[config.mk]
export PLATFORM = sky130hd
export DESIGN_NAME = uartb_core
export DESIGN_NICKNAME = d
export VERILOG_FILES = /design/src/rtl/uartb_pkg.sv /design/src/rtl/uartb_timer.sv /design/src/rtl/uartb_core.sv
export VERILOG_INCLUDE_DIRS = /design/src /design/src/rtl
export SDC_FILE = /design/constraint.sdc
export NUM_CORES = 1
export LEC_CHECK = 0
export BUFFER_PORTS_ARGS = -buffer_cell sky130_fd_sc_hd__clkbuf_2
export CAP_MARGIN = 15
export CORE_ASPECT_RATIO = 1.1
export CORE_MARGIN = 5
export CORE_UTILIZATION = 57
export CTS_CLUSTER_SIZE = 20
export DETAILED_ROUTE_END_ITERATION = 12
export GPL_TIMING_DRIVEN = 0
export HOLD_SLACK_MARGIN = 0.08
export PLACE_DENSITY = 0.83
export RECOVER_POWER = 50
export SYNTH_ARGS = -nofsm -noshare
export SYNTH_HDL_FRONTEND = slang
export SYNTH_HIERARCHICAL = 1
export SYNTH_SLANG_ARGS = --single-unit
[constraint.sdc]
create_clock -name clk -period 1.9 [get_ports clk]
set_input_delay 0.095 -clock clk [delete_from_list [all_inputs] [get_ports clk]]
set_output_delay 0.095 -clock clk [all_outputs]
set_load 0.03 [all_outputs]
[src/rtl/uartb_consts.svh]
`ifndef UARTB_CONSTS_SVH
`define UARTB_CONSTS_SVH
// Control register bit positions
`define UARTB_CTL_MODE 7
`define UARTB_CTL_UNUSED 6
`define UARTB_CTL_MCE 5
`define UARTB_CTL_REN 4
`define UARTB_CTL_TB8 3
`define UARTB_CTL_RB8 2
`define UARTB_CTL_TI 1
`define UARTB_CTL_RI 0
`define UARTB_CTL_RESET 8'h40
// Timer clock source codes
`define UARTB_SRC_DIV12 3'h0
`define UARTB_SRC_DIV4 3'h1
`define UARTB_SRC_DIV48 3'h2
`define UARTB_SRC_EXT8 3'h3
`define UARTB_SRC_PIN 3'h4
// Prescaler terminal counts
`define UARTB_DIV4_LAST 6'h03
`define UARTB_DIV12_LAST 6'h0b
`define UARTB_DIV48_LAST 6'h2f
`define UARTB_EXT8_LAST 3'h7
// Timer full-scale value
`define UARTB_TIMER_TOP 8'hff
// Receive samples per bit, in overflows
`define UARTB_OVF_PER_BIT 1'b1
`endif

[src/rtl/uartb_pkg.sv]
package uartb_pkg;
    typedef struct packed {
        logic frameWidthSelect;
        logic multiprocFilterEnable;
        logic receiveEnable;
        logic transmitNinthBit;
    } uartb_cfg_s;
    typedef struct packed {
        logic timerOneEnable;
        logic [2:0] clockSource;
        logic [7:0] timerOneReloadByte;
    } uartb_timer_s;
    typedef enum logic [2:0] {
        TX_IDLE = 3'b001,
        TX_SHIFT = 3'b010,
        TX_STOP = 3'b100
    } uartb_tx_e;
    typedef enum logic [2:0] {
        RX_IDLE = 3'b001,
        RX_SHIFT = 3'b010,
        RX_STOP = 3'b100
    } uartb_rx_e;
endpackage : uartb_pkg

[src/rtl/uartb_timer.sv]
`timescale 1ns/10ps
`default_nettype none
`include "uartb_consts.svh"
module uartb_timer (
    // Clock and reset
    input wire logic clk,
    input wire logic rst,
    // Tick, reload and forced reload
    input wire logic tick,
    input wire logic [7:0] reloadByte,
    input wire logic forceReload,
    // Overflow pulse and count
    output logic overflow,
    output logic [7:0] count
);
    logic [7:0] count_reg;
    logic overflow_reg;
    always_ff @(posedge clk)
    begin
        if (rst)
            count_reg <= 8'h00;
        else if (forceReload)
            count_reg <= reloadByte;
        else if (tick)
            count_reg <= (count_reg == `UARTB_TIMER_TOP) ? reloadByte : count_reg + 8'h01;
    end
    always_ff @(posedge clk)
    begin
        if (rst)
            overflow_reg <= 1'b0;
        else
            overflow_reg <= tick && !forceReload && (count_reg == `UARTB_TIMER_TOP);
    end
    assign overflow = overflow_reg;
    assign count = count_reg;
endmodule : uartb_timer
`default_nettype wire

[src/rtl/uartb_core.sv]
`timescale 1ns/10ps
`default_nettype none
`include "uartb_consts.svh"
module uartb_core
    import uartb_pkg::*;
(
    // Clock and reset
    input wire logic clk,
    input wire logic rst,
    // Configuration
    input wire uartb_pkg::uartb_cfg_s cfg,
    input wire uartb_pkg::uartb_timer_s timerCfg,
    // Timer clock sources, synchronous to clk
    input wire logic extOscClock,
    input wire logic timerOneInputPin,
    // Serial data buffer access
    input wire logic dataWrite,
    input wire logic [7:0] dataWriteValue,
    input wire logic dataRead,
    output logic [7:0] serialDataBuffer,
    // Flag clears and interrupt enable from software
    input wire logic clearTransmitDone,
    input wire logic clearReceiveDone,
    input wire logic interruptEnable,
    // Status
    output logic transmitDoneFlag,
    output logic receiveDoneFlag,
    output logic receivedNinthBit,
    output logic [7:0] serialControlReg,
    output logic [7:0] timerOneLowCount,
    output logic interruptRequest,
    // Serial pins
    input wire logic serialReceivePin,
    output logic serialTransmitPin
);
    import uartb_pkg::*;
    logic [5:0] preCnt_reg;
    logic [2:0] extCnt_reg;
    logic extPrev_reg, pinPrev_reg, timerTick_reg;
    logic preWrap, extWrap, txOvf, rxOvf, rxStartEdge;
    logic txHalf_reg, rxHalf_reg, rxPrev_reg;
    logic txBaud, rxBaud;
    uartb_tx_e txState_reg;
    uartb_rx_e rxState_reg;
    logic [9:0] txShift_reg;
    logic [3:0] txCount_reg, rxCount_reg;
    logic [8:0] rxShift_reg;
    logic [7:0] rxBuffer_reg;
    logic txDone_reg, rxDone_reg, rb8_reg, irq_reg, txPin_reg;
    logic txDoneSet, rxDoneSet;
    logic [3:0] frameBits;
    function automatic logic [5:0] pre_last(input logic [2:0] src);
        case (src)
            `UARTB_SRC_DIV4: pre_last = `UARTB_DIV4_LAST;
            `UARTB_SRC_DIV48: pre_last = `UARTB_DIV48_LAST;
            default: pre_last = `UARTB_DIV12_LAST;
        endcase
    endfunction : pre_last
    assign preWrap = (preCnt_reg >= pre_last(timerCfg.clockSource));
    assign extWrap = (extCnt_reg == `UARTB_EXT8_LAST) && extOscClock && !extPrev_reg;
    always_ff @(posedge clk)
    begin
        if (rst)
            preCnt_reg <= 6'h00;
        else
            preCnt_reg <= preWrap ? 6'h00 : preCnt_reg + 6'h01;
    end
    always_ff @(posedge clk)
    begin
        if (rst)
        begin
            extCnt_reg <= 3'h0;
            extPrev_reg <= 1'b0;
            pinPrev_reg <= 1'b0;
        end
        else
        begin
            extPrev_reg <= extOscClock;
            pinPrev_reg <= timerOneInputPin;
            if (extOscClock && !extPrev_reg)
                extCnt_reg <= extCnt_reg + 3'h1;
        end
    end
    always_ff @(posedge clk)
    begin
        if (rst)
            timerTick_reg <= 1'b0;
        else if (!timerCfg.timerOneEnable)
            timerTick_reg <= 1'b0;
        else
            case (timerCfg.clockSource)
                `UARTB_SRC_EXT8: timerTick_reg <= extWrap;
                `UARTB_SRC_PIN: timerTick_reg <= timerOneInputPin && !pinPrev_reg;
                default: timerTick_reg <= preWrap;
            endcase
    end
    // Transmit auto-reload timer; overflow every 256-reload ticks
    uartb_timer txTimer (
        .clk(clk),
        .rst(rst),
        .tick(timerTick_reg),
        .reloadByte(timerCfg.timerOneReloadByte),
        .forceReload(1'b0),
        .overflow(txOvf),
        .count(timerOneLowCount)
    );
    assign rxStartEdge = (rxState_reg == RX_IDLE) && cfg.receiveEnable && rxPrev_reg && !serialReceivePin;
    // Hidden receive timer; same tick and reload; start reload
    uartb_timer rxTimer (
        .clk(clk),
        .rst(rst),
        .tick(timerTick_reg),
        .reloadByte(timerCfg.timerOneReloadByte),
        .forceReload(rxStartEdge),
        .overflow(rxOvf),
        .count()
    );
    // Divide overflows by two; a taken write restarts the tx phase so the start bit is never shorter than half a bit
    always_ff @(posedge clk)
    begin
        if (rst)
        begin
            txHalf_reg <= 1'b0;
            rxHalf_reg <= 1'b0;
        end
        else
        begin
            if (dataWrite && txState_reg == TX_IDLE)
                txHalf_reg <= 1'b0;
            else if (txOvf)
                txHalf_reg <= !txHalf_reg;
            if (rxStartEdge)
                rxHalf_reg <= 1'b0;
            else if (rxOvf)
                rxHalf_reg <= !rxHalf_reg;
        end
    end
    assign txBaud = txOvf && txHalf_reg;
    // Receive samples mid-bit: first overflow after the start edge is half a bit in
    assign rxBaud = rxOvf && !rxHalf_reg;
    // Frame width select; ten or eleven bits
    assign frameBits = cfg.frameWidthSelect ? 4'h9 : 4'h8;
    assign txDoneSet = (txState_reg == TX_SHIFT) && txBaud && (txCount_reg == frameBits);
    // Write starts transmission; start, data LSB first, stop
    always_ff @(posedge clk)
    begin
        if (rst)
        begin
            txState_reg <= TX_IDLE;
            txShift_reg <= 10'h3ff;
            txCount_reg <= 4'h0;
            txPin_reg <= 1'b1;
        end
        else
            case (txState_reg)
                TX_IDLE:
                begin
                    txPin_reg <= 1'b1;
                    if (dataWrite)
                    begin
                        txShift_reg <= {1'b1, cfg.transmitNinthBit, dataWriteValue};
                        txCount_reg <= 4'h0;
                        txState_reg <= TX_SHIFT;
                        txPin_reg <= 1'b0;
                    end
                end
                TX_SHIFT:
                    if (txBaud)
                    begin
                        if (txCount_reg == frameBits)
                        begin
                            txPin_reg <= 1'b1;
                            txState_reg <= TX_STOP;
                        end
                        else
                        begin
                            txPin_reg <= txShift_reg[0];
                            txShift_reg <= {1'b1, txShift_reg[9:1]};
                            txCount_reg <= txCount_reg + 4'h1;
                        end
                    end
                TX_STOP:
                    if (txBaud)
                        txState_reg <= TX_IDLE;
                default:
                    txState_reg <= TX_IDLE;
            endcase
    end
    // Shift register independent of buffer; idle line tracking
    always_ff @(posedge clk)
    begin
        if (rst)
        begin
            rxState_reg <= RX_IDLE;
            rxShift_reg <= 9'h000;
            rxCount_reg <= 4'h0;
            rxPrev_reg <= 1'b1;
        end
        else
        begin
            rxPrev_reg <= serialReceivePin;
            case (rxState_reg)
                RX_IDLE:
                    if (rxStartEdge)
                    begin
                        rxCount_reg <= 4'h0;
                        rxState_reg <= RX_SHIFT;
                    end
                RX_SHIFT:
                    if (rxBaud)
                    begin
                        if (rxCount_reg == 4'h0 && serialReceivePin)
                            rxState_reg <= RX_IDLE;
                        else if (rxCount_reg == frameBits + 4'h1)
                            rxState_reg <= RX_STOP;
                        else
                            rxShift_reg <= {serialReceivePin, rxShift_reg[8:1]};
                        rxCount_reg <= rxCount_reg + 4'h1;
                    end
                RX_STOP:
                    rxState_reg <= RX_IDLE;
                default:
                    rxState_reg <= RX_IDLE;
            endcase
        end
    end
    // Load only if flag clear and filter passes
    assign rxDoneSet = (rxState_reg == RX_STOP) && !rxDone_reg &&
        (!cfg.multiprocFilterEnable || (cfg.frameWidthSelect ? rxShift_reg[8] : rxPrev_reg));
    always_ff @(posedge clk)
    begin
        if (rst)
        begin
            rxBuffer_reg <= 8'h00;
            rb8_reg <= 1'b0;
        end
        else if (rxDoneSet)
        begin
            rxBuffer_reg <= cfg.frameWidthSelect ? rxShift_reg[7:0] : rxShift_reg[8:1];
            rb8_reg <= cfg.frameWidthSelect ? rxShift_reg[8] : rxPrev_reg;
        end
    end
    // Tx done at stop start, rx done after stop sample; software clear only, set wins
    always_ff @(posedge clk)
    begin
        if (rst)
        begin
            txDone_reg <= 1'b0;
            rxDone_reg <= 1'b0;
        end
        else
        begin
            if (txDoneSet)
                txDone_reg <= 1'b1;
            else if (clearTransmitDone)
                txDone_reg <= 1'b0;
            if (rxDoneSet)
                rxDone_reg <= 1'b1;
            else if (clearReceiveDone)
                rxDone_reg <= 1'b0;
        end
    end
    always_ff @(posedge clk)
    begin
        if (rst)
            irq_reg <= 1'b0;
        else
            irq_reg <= interruptEnable && (txDone_reg || rxDone_reg);
    end
    // Read path shows receive buffer only
    assign serialDataBuffer = rxBuffer_reg;
    assign transmitDoneFlag = txDone_reg;
    assign receiveDoneFlag = rxDone_reg;
    assign receivedNinthBit = rb8_reg;
    assign interruptRequest = irq_reg;
    assign serialTransmitPin = txPin_reg;
    assign serialControlReg = {cfg.frameWidthSelect, 1'b1, cfg.multiprocFilterEnable, cfg.receiveEnable,
        cfg.transmitNinthBit, rb8_reg, txDone_reg, rxDone_reg};
endmodule : uartb_core
`default_nettype wire

==> summary.md, run 1 <==
| Metric | Value |
|---|---|
| Final nets | 604 |
| Critical path type | flip-flop to flip-flop |
| Die span in x | 90.20 um |
| Setup violations, final | 0 |
| Worst Path Buf+Inv | 1 |
| Adder-Cell Fraction of Synth Area | 3.413% |
| Post-route setup slack | 0.05612 ns |
| Hold Crit Depth | 4 |
| Pre-CTS WS | -0.2265 ns |
| Max-slew violations | 0 |
| Antenna violations before repair | 0 |
| Slowest-stage cell, CP | or3b_2 |
| Vias per inst | 5.681 |
| Setup_tns | 0 ns |
| Design area | 0.004817 mm2 |
| Reg-to-reg slack, setup | 0.06 ns |
| Share of the synthesized area in the top cell type | 38.72% |
| F_max | 542.3 MHz |
| Synth warn | 6 |
| Detailed-route wire length | 9376 um |
| Die H | 98.22 um |
| Max-cap violations | 0 |
| Outcome | finished clean |
| XOR/XNOR Fraction of Synth Area | 3.041% |
| H-Tree Depth | 3 |
| Main synth FF type | dfxtp_1 |
| Final min period | 1.844 ns |
| Clock Sinks | 78 |
| Starting Density | 57.88% |
| Worst hold margin | 0.1065 ns |
| # DRC | 0 |
| Core area | 0.006967 mm2 |
| First-pass GRT wire length | 15640 um |
| Largest net degree at the start of global routing | 13 |
| Worst vdd ir | 0.5537 mV |
| # port buffers | 60 |
| Worst EP required | 2.18 ns |
| Clock-pin slew on the worst setup and hold paths | 0.08 ns |
| CTS tree | built |
| Final Power | 3680 uW |
| CP top delay family | simple AND/OR/NAND/NOR gates |
| Ratio of cells with drive above 1 in the final layout | 14.72% |
| Synth area leaders | dfxtp_1 39%, mux2i_1 7.7%, nand2_1 4.5%, nor2_1 4.3%, ha_1 3.4% |
| Slowest cell delay on critical path | 0.50 ns |
| Asr flop ratio synth | 0% |
| Syn Inst Count | 469 |
| Via Count | 3687 |
| Die Area | 0.008859 mm2 |
| Seq/Total Area, Yosys | 38.72% |
| CP Capture Type | flip-flop |
| Worst EP arrival | 2.12 ns |
| Number of hold violations in the final report | 0 |
| Number of flops mapped to enable cells by yosys | 0 |
| Yosys top cell by area | dfxtp_1 |
| Mean Syn Cell Area | 8.598 um2 |
| Worst Min Path Start | dataWriteValue[2] |
| CTS buffer count | 9 |
| Largest family of logic cells by synthesized area | simple AND/OR/NAND/NOR gates |
| GP Congestion | 0.8643 |
| Worst skew pair latency | 0.36 ns |
| Mux cell area share after synthesis | 8.253% |
| Post-synth cell types | 59 |
| Worst setup SP type | flip-flop |
| Vias in the first global route | 3422 |
| DRT antenna net count | 0 |
| Placed cell area | 0.004447 mm2 |
| Most frequent cells after synthesis | 78 x dfxtp_1, 48 x nand2_1, 46 x nor2_1, 31 x mux2i_1, 23 x nand3_1 |
| Top-count cell post-synth | dfxtp_1 |
| Cells along the critical path | or3b_2, o211a_1, nor2_1, buf_6, mux2i_1 |
| Post-synthesis compound-gate area fraction | 14.99% |
| Area grow syn2layout | 19.45% |
| DR pass1 iterations | 5 |
| IO Count | 63 |
| FF-to-FF End | txShift_reg[5]$_SDFFE_PP1P_ |
| Simple logic cell fraction of the synthesized area | 26.22% |
| Fin crit share | 97.05% |
| Total GRT Usage | 21.05% |
| Synthesized area | 0.004033 mm2 |
| P per Cell Area | 764.0 mW/mm2 |
| Least-Margin Pin Slew | 0.6298 ns |
| Gr ovfl total | 0 |
| CP max FO | 10 |
| Diode count | 0 |
| Worst slew margin | 57.44% |
| Final setup skew | 0.01049 ns |
| Final HPWL DP | 6686 um |
| Initial drt markers | 179 |
| Fill cell count | 599 |
| Hold worst-path end | txShift_reg[2]$_SDFFE_PP1P_ |
| CTS root buf | clkbuf_8 |
| CTS max path bufs | 2 |
| FF+latch count, synth | 78 |
| Worst r2r src | txCount_reg[3]$_SDFFE_PP0P_ |
| Rows | 32 |
| HP Class | input port to flip-flop |
| Leak | 0.002004 uW |
| Wire length per cell | 14.45 um |
| Reg2Reg Depth | 5 |
| RSZ-0062 raised after global routing | no |
-- stage by stage --
stage | instances | util, %
final | 649 | 69.15
after global routing | 649 | 69.15
after CTS | 647 | 69.41
after detailed placement | 616 | 63.83
after global placement | 616 | 63.83
after floorplan | 471 | -
-- tightest hold or removal path, stage by stage --
cell,delay [ns]
clkbuf_2,0.08
nand2_1,0.04
and3_1,0.15
mux2i_1,0.06
-- report_power, final --
part	switching, uW	leakage (uW)	internal [uW]
combinational	272	0.00125	198
clock	589	0.000120	846
sequential	71.0	0.000635	1700
-- cells by family after synthesis --
| group | count (synthesis) |
|---|---|
| xor gates and xnor gates | 14 |
| adders and majority gates | 11 |
| muxes | 33 |
| AOI/OAI and AO/OA | 86 |
| and+or+nand+nor | 203 |
| buffers and inverters | 42 |
| DFF | 78 |
| other | 2 |
-- metal layers --
| layer | wire length [um] | global-route usage (%) |
|---|---|---|
| met2 | 4648 | 35.59 |
| met3 | 480 | 3.852 |
| met1 | 4072 | 26.15 |
| met4 | 175 | 9.164 |
| met5 | 0 | 0 |
-- worst max path at each step --
stage	slack, ns	cells past startpoint	to	from
6_report	0.06	5	txShift_reg[5]$_SDFFE_PP1P_	txCount_reg[3]$_SDFFE_PP0P_
5_1_grt	0.01	5	txShift_reg[5]$_SDFFE_PP1P_	txCount_reg[1]$_SDFFE_PP0P_
4_1_cts	0.04	7	rxTimer/count[1]$_SDFFE_PP0P_	rxState_reg[1]$_SDFFE_PP0P_
3_5_place_dp	-0.23	7	rxTimer/count[5]$_SDFFE_PP0P_	rxState_reg[1]$_SDFFE_PP0P_
3_3_place_gp	-0.17	7	rxTimer/count[1]$_SDFFE_PP0P_	rxState_reg[1]$_SDFFE_PP0P_
2_1_floorplan	0.20	7	rxTimer/count[1]$_SDFFE_PP0P_	rxState_reg[1]$_SDFFE_PP0P_
-- layout by cell type (no fill, tap or decap), drive strengths merged, types with 6 or more instances in the layout --
cell type,count
clkbuf,88
dfxtp,78
nand2,48
nor2,46
mux2i,31
nand3,23
a21oi,18
o21ai,18
and3,17
inv,16
dlygate4sd3,15
nor3,15
buf,13
a211oi,13
ha,11
xnor2,10
nor2b,9
nand3b,6
a31oi,6
-- what timing repair did --
action	4_1_cts	5_1_grt
gates resized for setup	1	3
setup buffers	0	2
hold buffers	15	0
setup endpoints to repair	8	15
pin swaps	0	1
endpoints found under the hold margin	20	0
-- layout make-up --
class | count | area (um2) | area share [%]
Clock inverter | 3 | 65.06 | 1.351
Timing Repair Buffer | 77 | 424.2 | 8.805
Sequential cell | 78 | 1562 | 32.42
Multi-Input combinational cell | 351 | 2280 | 47.32
Buffer | 26 | 151.4 | 3.143
Inverter | 16 | 60.06 | 1.247
Tap cell | 85 | 106.4 | 2.208
Clock buffer | 13 | 168.9 | 3.506
No activity file was read; power rests on OpenSTA's default activity.
==> run 2, diff against run 1 <==
==> constraint.sdc (replaced) <==
create_clock -name clk -period 1.9 [get_ports clk]
set_input_delay 0.57 -clock clk [delete_from_list [all_inputs] [get_ports clk]]
set_output_delay 0.57 -clock clk [all_outputs]
set_load 0.03 [all_outputs]
==> summary.md, run 2 (synthesis results as in run 1) <==
| Metric | Value |
|---|---|
| Final setup skew | 0.01196 ns (+0.001467 ns) |
| Max-cap violations | 0 (unchanged) |
| Vias in the first global route | 3457 (+1.0%) |
| Final Power | 3593 uW (-2.4%) |
| Leak | 0.001962 uW (-2.1%) |
| Reg-to-reg slack, setup | 0.11 ns (+0.05 ns) |
| Worst setup SP type | flip-flop |
| Most common cell after layout, fill and taps aside | dfxtp_1 |
| Die span in x | 90.20 um (unchanged) |
| Clock Sinks | 78 (unchanged) |
| CTS buffer count | 9 (unchanged) |
| H-Tree Depth | 3 (unchanged) |
| Final HPWL DP | 6636 um (-0.74%) |
| Most frequent cells in the layout | 78 x dfxtp_1, 48 x nand2_1, 44 x nor2_1 |
| Via Count | 3670 (-0.46%) |
| Die H | 98.22 um (unchanged) |
| Number of hold violations in the final report | 0 (unchanged) |
| FF-to-FF End | txShift_reg[5]$_SDFFE_PP1P_ |
| Initial drt markers | 143 (-20%) |
| GP Congestion | 0.8581 (-0.72%) |
| Combinational Power Share | 12.5% (-0.3 points) |
| Clock-pin slew on the worst setup and hold paths | 0.09 ns (about the same) |
| Clk pwr share | 38.1% (-0.9 points) |
| Final core occ | 67.19% (-2.0 points) |
| Worst EP required | 2.17 ns (about the same) |
| Antenna violations before repair | 0 (unchanged) |
| Fin crit share | 94.31% (-2.7 points) |
| Worst Setup SP | txCount_reg[3]$_SDFFE_PP0P_ |
| HP Class | input port to flip-flop |
| # port buffers | 60 (unchanged) |
| CTS max path bufs | 2 (unchanged) |
| Largest net degree at the start of global routing | 14 (+1) |
| Starting Density | 57.88% (unchanged) |
| Rows | 32 (unchanged) |
| Sequential share of power | 49.4% (+1.2 points) |
| Gr ovfl total | 0 (unchanged) |
| Area grow syn2layout | 16.07% |
| Worst Setup EP | txShift_reg[5]$_SDFFE_PP1P_ |
| Setup violations, final | 0 (unchanged) |
| P per Cell Area | 767.6 mW/mm2 (+0.47%) |
| Fill cell count | 619 (+3.3%) |
| F_max | 558.1 MHz (+2.9%) |
| Die Area | 0.008859 mm2 (unchanged) |
| Worst skew pair latency | 0.35 ns (about the same) |
| Critical path type | flip-flop to flip-flop |
| CP max FO | 10 (unchanged) |
| Core area | 0.006967 mm2 (unchanged) |
| RSZ-0062 raised after global routing | no |
| CTS tree | built |
| Wire length per cell | 14.24 um (-1.4%) |
| IO Count | 63 (unchanged) |
| Worst r2r src | txCount_reg[3]$_SDFFE_PP0P_ |
| Final min period | 1.792 ns (-0.05198 ns) |
| DR pass1 iterations | 5 (unchanged) |
| Reg2Reg Depth | 5 (unchanged) |
| Diode count | 0 (unchanged) |
| CP Capture Type | flip-flop |
| Outcome | finished clean |
| Int Pwr | 2657 uW (-3.3%) |
| Least-Margin Pin Slew | 0.5228 ns (-0.1070 ns) |
| Total GRT Usage | 20.15% (-0.90 points) |
| DRT antenna net count | 0 (unchanged) |
| # DRC | 0 (unchanged) |
| Sw Pwr | 936.2 uW (+0.39%) |
| CTS root buf | clkbuf_8 |
| Final nets | 590 (-2.3%) |
| First-pass GRT wire length | 15170 um (-3.0%) |
| Worst vdd ir | 0.4331 mV (-22%) |
| Detailed-route wire length | 9044 um (-3.5%) |
| Worst slew margin | 65.15% (+7.7 points) |
| Max-slew violations | 0 (unchanged) |
| Ratio of cells with drive above 1 in the final layout | 17.09% (+2.4 points) |
| Vias per inst | 5.780 (+1.7%) |
| Worst EP arrival | 2.06 ns (-0.06 ns) |
| Sw frac | 26.06% (+0.72 points) |
run 2: cell count changes in the layout (fill, tap and decap cells not counted), sizes merged:
cell	change
dlygate4sd3	-15
buf	+3
clkbuf	-5
clkinvlp	+2
clkinv	+1
run 2: layout make-up:
type                       count  area (um2)  share of cell area, %
clock inverter                 6       85.08                  1.818
tap                           85       106.4                  2.272
sequential                    78        1562                  33.36
multi-input combinational    351        2288                  48.89
clock buffer                  10       137.6                  2.940
timing repair buffer          63       292.8                  6.255
buffer                        26       148.9                  3.181
inverter                      16       60.06                  1.283
run 2: worst max-delay path: stages (launching register included):
cell,delay [ns]
dfxtp_1,0.36
or3b_2,0.50
o211a_1,0.29
nor2_2,0.17
buf_6,0.18
mux2i_1,0.21
run 2: worst min-delay path by stage:
stage                                   from                     endpoint  cells after the start
global placement    preCnt_reg[0]$_SDFF_PP0_     preCnt_reg[0]$_SDFF_PP0_                      1
global route                 interruptEnable  interruptRequest$_SDFF_PP0_                      2
detailed placement  preCnt_reg[0]$_SDFF_PP0_     preCnt_reg[0]$_SDFF_PP0_                      1
CTS                         timerOneInputPin       pinPrev_reg$_SDFF_PP0_                      3
finish                       interruptEnable  interruptRequest$_SDFF_PP0_                      2
floorplan           preCnt_reg[0]$_SDFF_PP0_     preCnt_reg[0]$_SDFF_PP0_                      1
run 2: what timing repair did:
| item | CTS | global route |
|---|---|---|
| setup buffers | 0 | 3 |
| pin swaps | 0 | 1 |
| hold buffers | 0 | 0 |
| resized for setup | 1 | 3 |
| setup endpoints to repair | 2 | 14 |
run 2: power groups by stage:
stage                     logic, uW  registers, uW  clock network, uW
after floorplan                 284           1820                  0
after global placement          418           1810                  0
after detailed placement        431           1810                  0
after CTS                       438           1770               1390
after global routing            498           1780               1470
final                           450           1770               1370
run 2: per-stage QoR:
stage	worst slack, ns	instance area, um2	instances	hold slack, ns	TNS [ns]
2_1_floorplan	0.09211	4045	471	0.4130	0
3_3_place_gp	-0.3619	4452	616	0.4224	-2.824
3_5_place_dp	-0.3745	4452	616	0.4395	-3.267
4_1_cts	0.06942	4681	632	0.4199	0
5_1_grt	0.001032	4681	635	0.4254	0
6_report	0.1081	4681	635	0.4328	0
run 2: per-layer routing:
layer	GRT usage, %	up-vias	share of wire [%]
met1	23.89	1712	43
met3	3.313	15	5.6
met2	36.04	119	49
met4	8.018	0	2.2
li1	-	1824	-
met5	0	-	0
==> run 3, diff against run 2 <==
Settings changed: CORE_UTILIZATION 57 to 51, PLACE_DENSITY 0.83 to 0.79.
Clock period 1.9 ns to 1.5 ns, I/O delays scaled along.
==> summary.md, run 3 (synthesis results as in run 1) <==
| Metric | Value |
|---|---|
| Number of hold violations in the final report | 0 (unchanged) |
| Final cell count without fillers | 674 (+6.1%) |
| Sw frac | 27.34% (+1.3 points) |
| Clock-pin slew on the worst setup and hold paths | 0.08 ns (about the same) |
| CTS max path bufs | 2 (unchanged) |
| Area grow syn2layout | 29.88% |
| CTS tree | built |
| Slowest-stage cell, CP | or4_4 |
| Setup violations, final | 21 (+21) |
| Vias per inst | 5.711 (-1.2%) |
| IO Count | 63 (unchanged) |
| Outcome | finished with violations |
| Cells along the critical path | or3b_4, buf_4, or4_4, a211oi_2 |
| Leak | 0.002206 uW (+12%) |
| Critical path type | flip-flop to flip-flop |
| Final nets | 606 (+2.7%) |
| Final setup skew | 0.01225 ns (+0.0002869 ns) |
| Clk pwr share | 37.1% (-1.0 points) |
| Final min period | 1.604 ns (-0.1878 ns) |
| Gr ovfl total | 0 (unchanged) |
| # port buffers | 60 (unchanged) |
| Total GRT Usage | 20.91% (+0.76 points) |
| Met1 GRT Util | 23.87% (about the same) |
| Failing checks | setup timing |
| Reg-to-reg slack, setup | -0.10 ns (-0.21 ns) |
| Combinational Power Share | 14.3% (+1.8 points) |
| CTS root buf | clkbuf_8 |
| Worst vdd ir | 0.5010 mV (+16%) |
| Antenna violations before repair | 0 (unchanged) |
| Grt peak-use layer | met2 |
| Cell total after placement | 639 (+3.7%) |
| Sequential share of power | 48.6% (-0.8 points) |
| Final HPWL DP | 6824 um (+2.8%) |
| Die span in x | 94.79 um (+5.1%) |
| Clock Sinks | 78 (unchanged) |
| Ratio of cells with drive above 1 in the final layout | 35.69% (+19 points) |
| Worst EP arrival | 1.87 ns (-0.19 ns) |
| Diode count | 0 (unchanged) |
| Core area | 0.007828 mm2 (+12%) |
| Int Pwr | 3388 uW (+28%) |
| Post-route setup slack | -0.1041 ns (-0.2122 ns) |
| DR pass1 iterations | 5 (unchanged) |
| Most frequent cells in the layout | 60 x clkbuf_2, 56 x dfxtp_1, 46 x nand2_1 |
| Met2 Usage GRT | 37.31% (+1.3 points) |
| Fin crit share | 106.9% (+13 points) |
| DRT antenna net count | 0 (unchanged) |
| Max-cap violations | 0 (unchanged) |
| Worst skew pair latency | 0.35 ns (about the same) |
| Die H | 103.3 um (+5.1%) |
| Detailed-route wire length | 10640 um (+18%) |
| First-pass GRT wire length | 16280 um (+7.4%) |
| Initial drt markers | 173 (+21%) |
| GP Congestion | 0.8829 (+2.9%) |
| Least-Margin Pin Slew | 0.5639 ns (+0.04113 ns) |
| Rows | 34 (+6.3%) |
| F_max | 623.4 MHz (+12%) |
| Max-slew violations | 0 (unchanged) |
| CP Capture Type | flip-flop |
| Wire length per cell | 15.79 um (+11%) |
| CTS buffer count | 9 (unchanged) |
| Worst Path Buf+Inv | 1 (unchanged) |
| CP max FO | 4 (-6) |
| # hold bufs at CTS | 0 (unchanged) |
| Worst EP required | 1.77 ns (-0.40 ns) |
| HP Class | input port to flip-flop |
| Sw Pwr | 1275 uW (+36%) |
| Met3 Resource Use GR | 4.631% (+1.3 points) |
| Most common cell after layout, fill and taps aside | clkbuf_2 |
| Worst setup SP type | flip-flop |
| # DRC | 0 (unchanged) |
| Final core occ | 66.91% (-0.28 points) |
| RSZ-0062 raised after global routing | yes |
| P per Cell Area | 890.2 mW/mm2 (+16%) |
| Starting Density | 51.52% (-6.4 points) |
| Via Count | 3849 (+4.9%) |
| Setup_tns | -1.142 ns (-1.142 ns) |
| Vias in the first global route | 3634 (+5.1%) |
| H-Tree Depth | 3 (unchanged) |
| Slowest cell delay on critical path | 0.42 ns (-0.08 ns) |
| Die Area | 0.009788 mm2 (+10%) |
| Worst slew margin | 62.40% (-2.7 points) |
| Largest net degree at the start of global routing | 15 (+1) |
| CP top delay family | simple AND/OR/NAND/NOR gates |
-- run 3: cell types whose count changed in the layout (fill, tap and decap cells not counted), sizes merged --
cell,previous run,this run
buf,16,33
clkinv,2,4
clkbuf,83,81
clkinvlp,2,1
-- run 3: repair_timing --
action	4_1_cts	5_1_grt
pin swaps	15	19
gates cloned	2	0
setup endpoints to repair	45	60
gates resized for setup	36	75
setup buffers	10	8
-- run 3: through the flow --
stage | power, uW | setup WS (ns) | hold slack [ns] | instance area (um2)
3_3_place_gp | 2834 | -0.3620 | 0.4237 | 4521
5_1_grt | 4847 | -0.1358 | 0.3061 | 5238
6_report | 4662 | -0.1041 | 0.3126 | 5238
2_1_floorplan | 2679 | -0.03727 | 0.4130 | 4085
4_1_cts | 4606 | -0.06090 | 0.3141 | 4959
3_5_place_dp | 2857 | -0.3773 | 0.4310 | 4521
-- run 3: final cells by class --
cell class | instances | area [um2]
Buffer | 25 | 160.2
Clock buffer | 9 | 123.9
Clock inverter | 7 | 98.84
Fill cell | 620 | 2590
Inverter | 16 | 60.06
Multi-Input combinational cell | 351 | 2591
Sequential cell | 78 | 1604
Tap cell | 108 | 135.1
Timing Repair Buffer | 80 | 464.2
-- run 3: worst reg2reg max path: stages (launching register included) --
cell      delay, ns
dfxtp_2        0.35
or3b_4         0.39
buf_4          0.15
or4_4          0.42
a211oi_2       0.21
-- run 3: per-layer routing --
layer | vias to the layer above | share of wire [%]
met2 | 156 | 52
li1 | 1855 | -
met4 | 0 | 2.0
met3 | 28 | 6.6
met1 | 1810 | 39
met5 | - | 0
-- run 3: path summary, 6_finish.rpt --
check,cells after the start,to,start
hold / removal,2,interruptRequest$_SDFF_PP0_,interruptEnable
hold reg to reg,1,preCnt_reg[0]$_SDFF_PP0_,preCnt_reg[0]$_SDFF_PP0_
setup reg to reg,4,txState_reg[2]$_SDFFE_PP0P_,txCount_reg[2]$_SDFFE_PP0P_
setup / recovery,4,txState_reg[2]$_SDFFE_PP0P_,txCount_reg[2]$_SDFFE_PP0P_
-- run 3: power groups by stage --
stage	clock [uW]	combinational, uW	sequential (uW)
after floorplan	0	374	2310
after global placement	0	544	2290
after detailed placement	0	562	2300
after CTS	1750	607	2250
after global routing	1840	725	2280
final	1730	667	2260
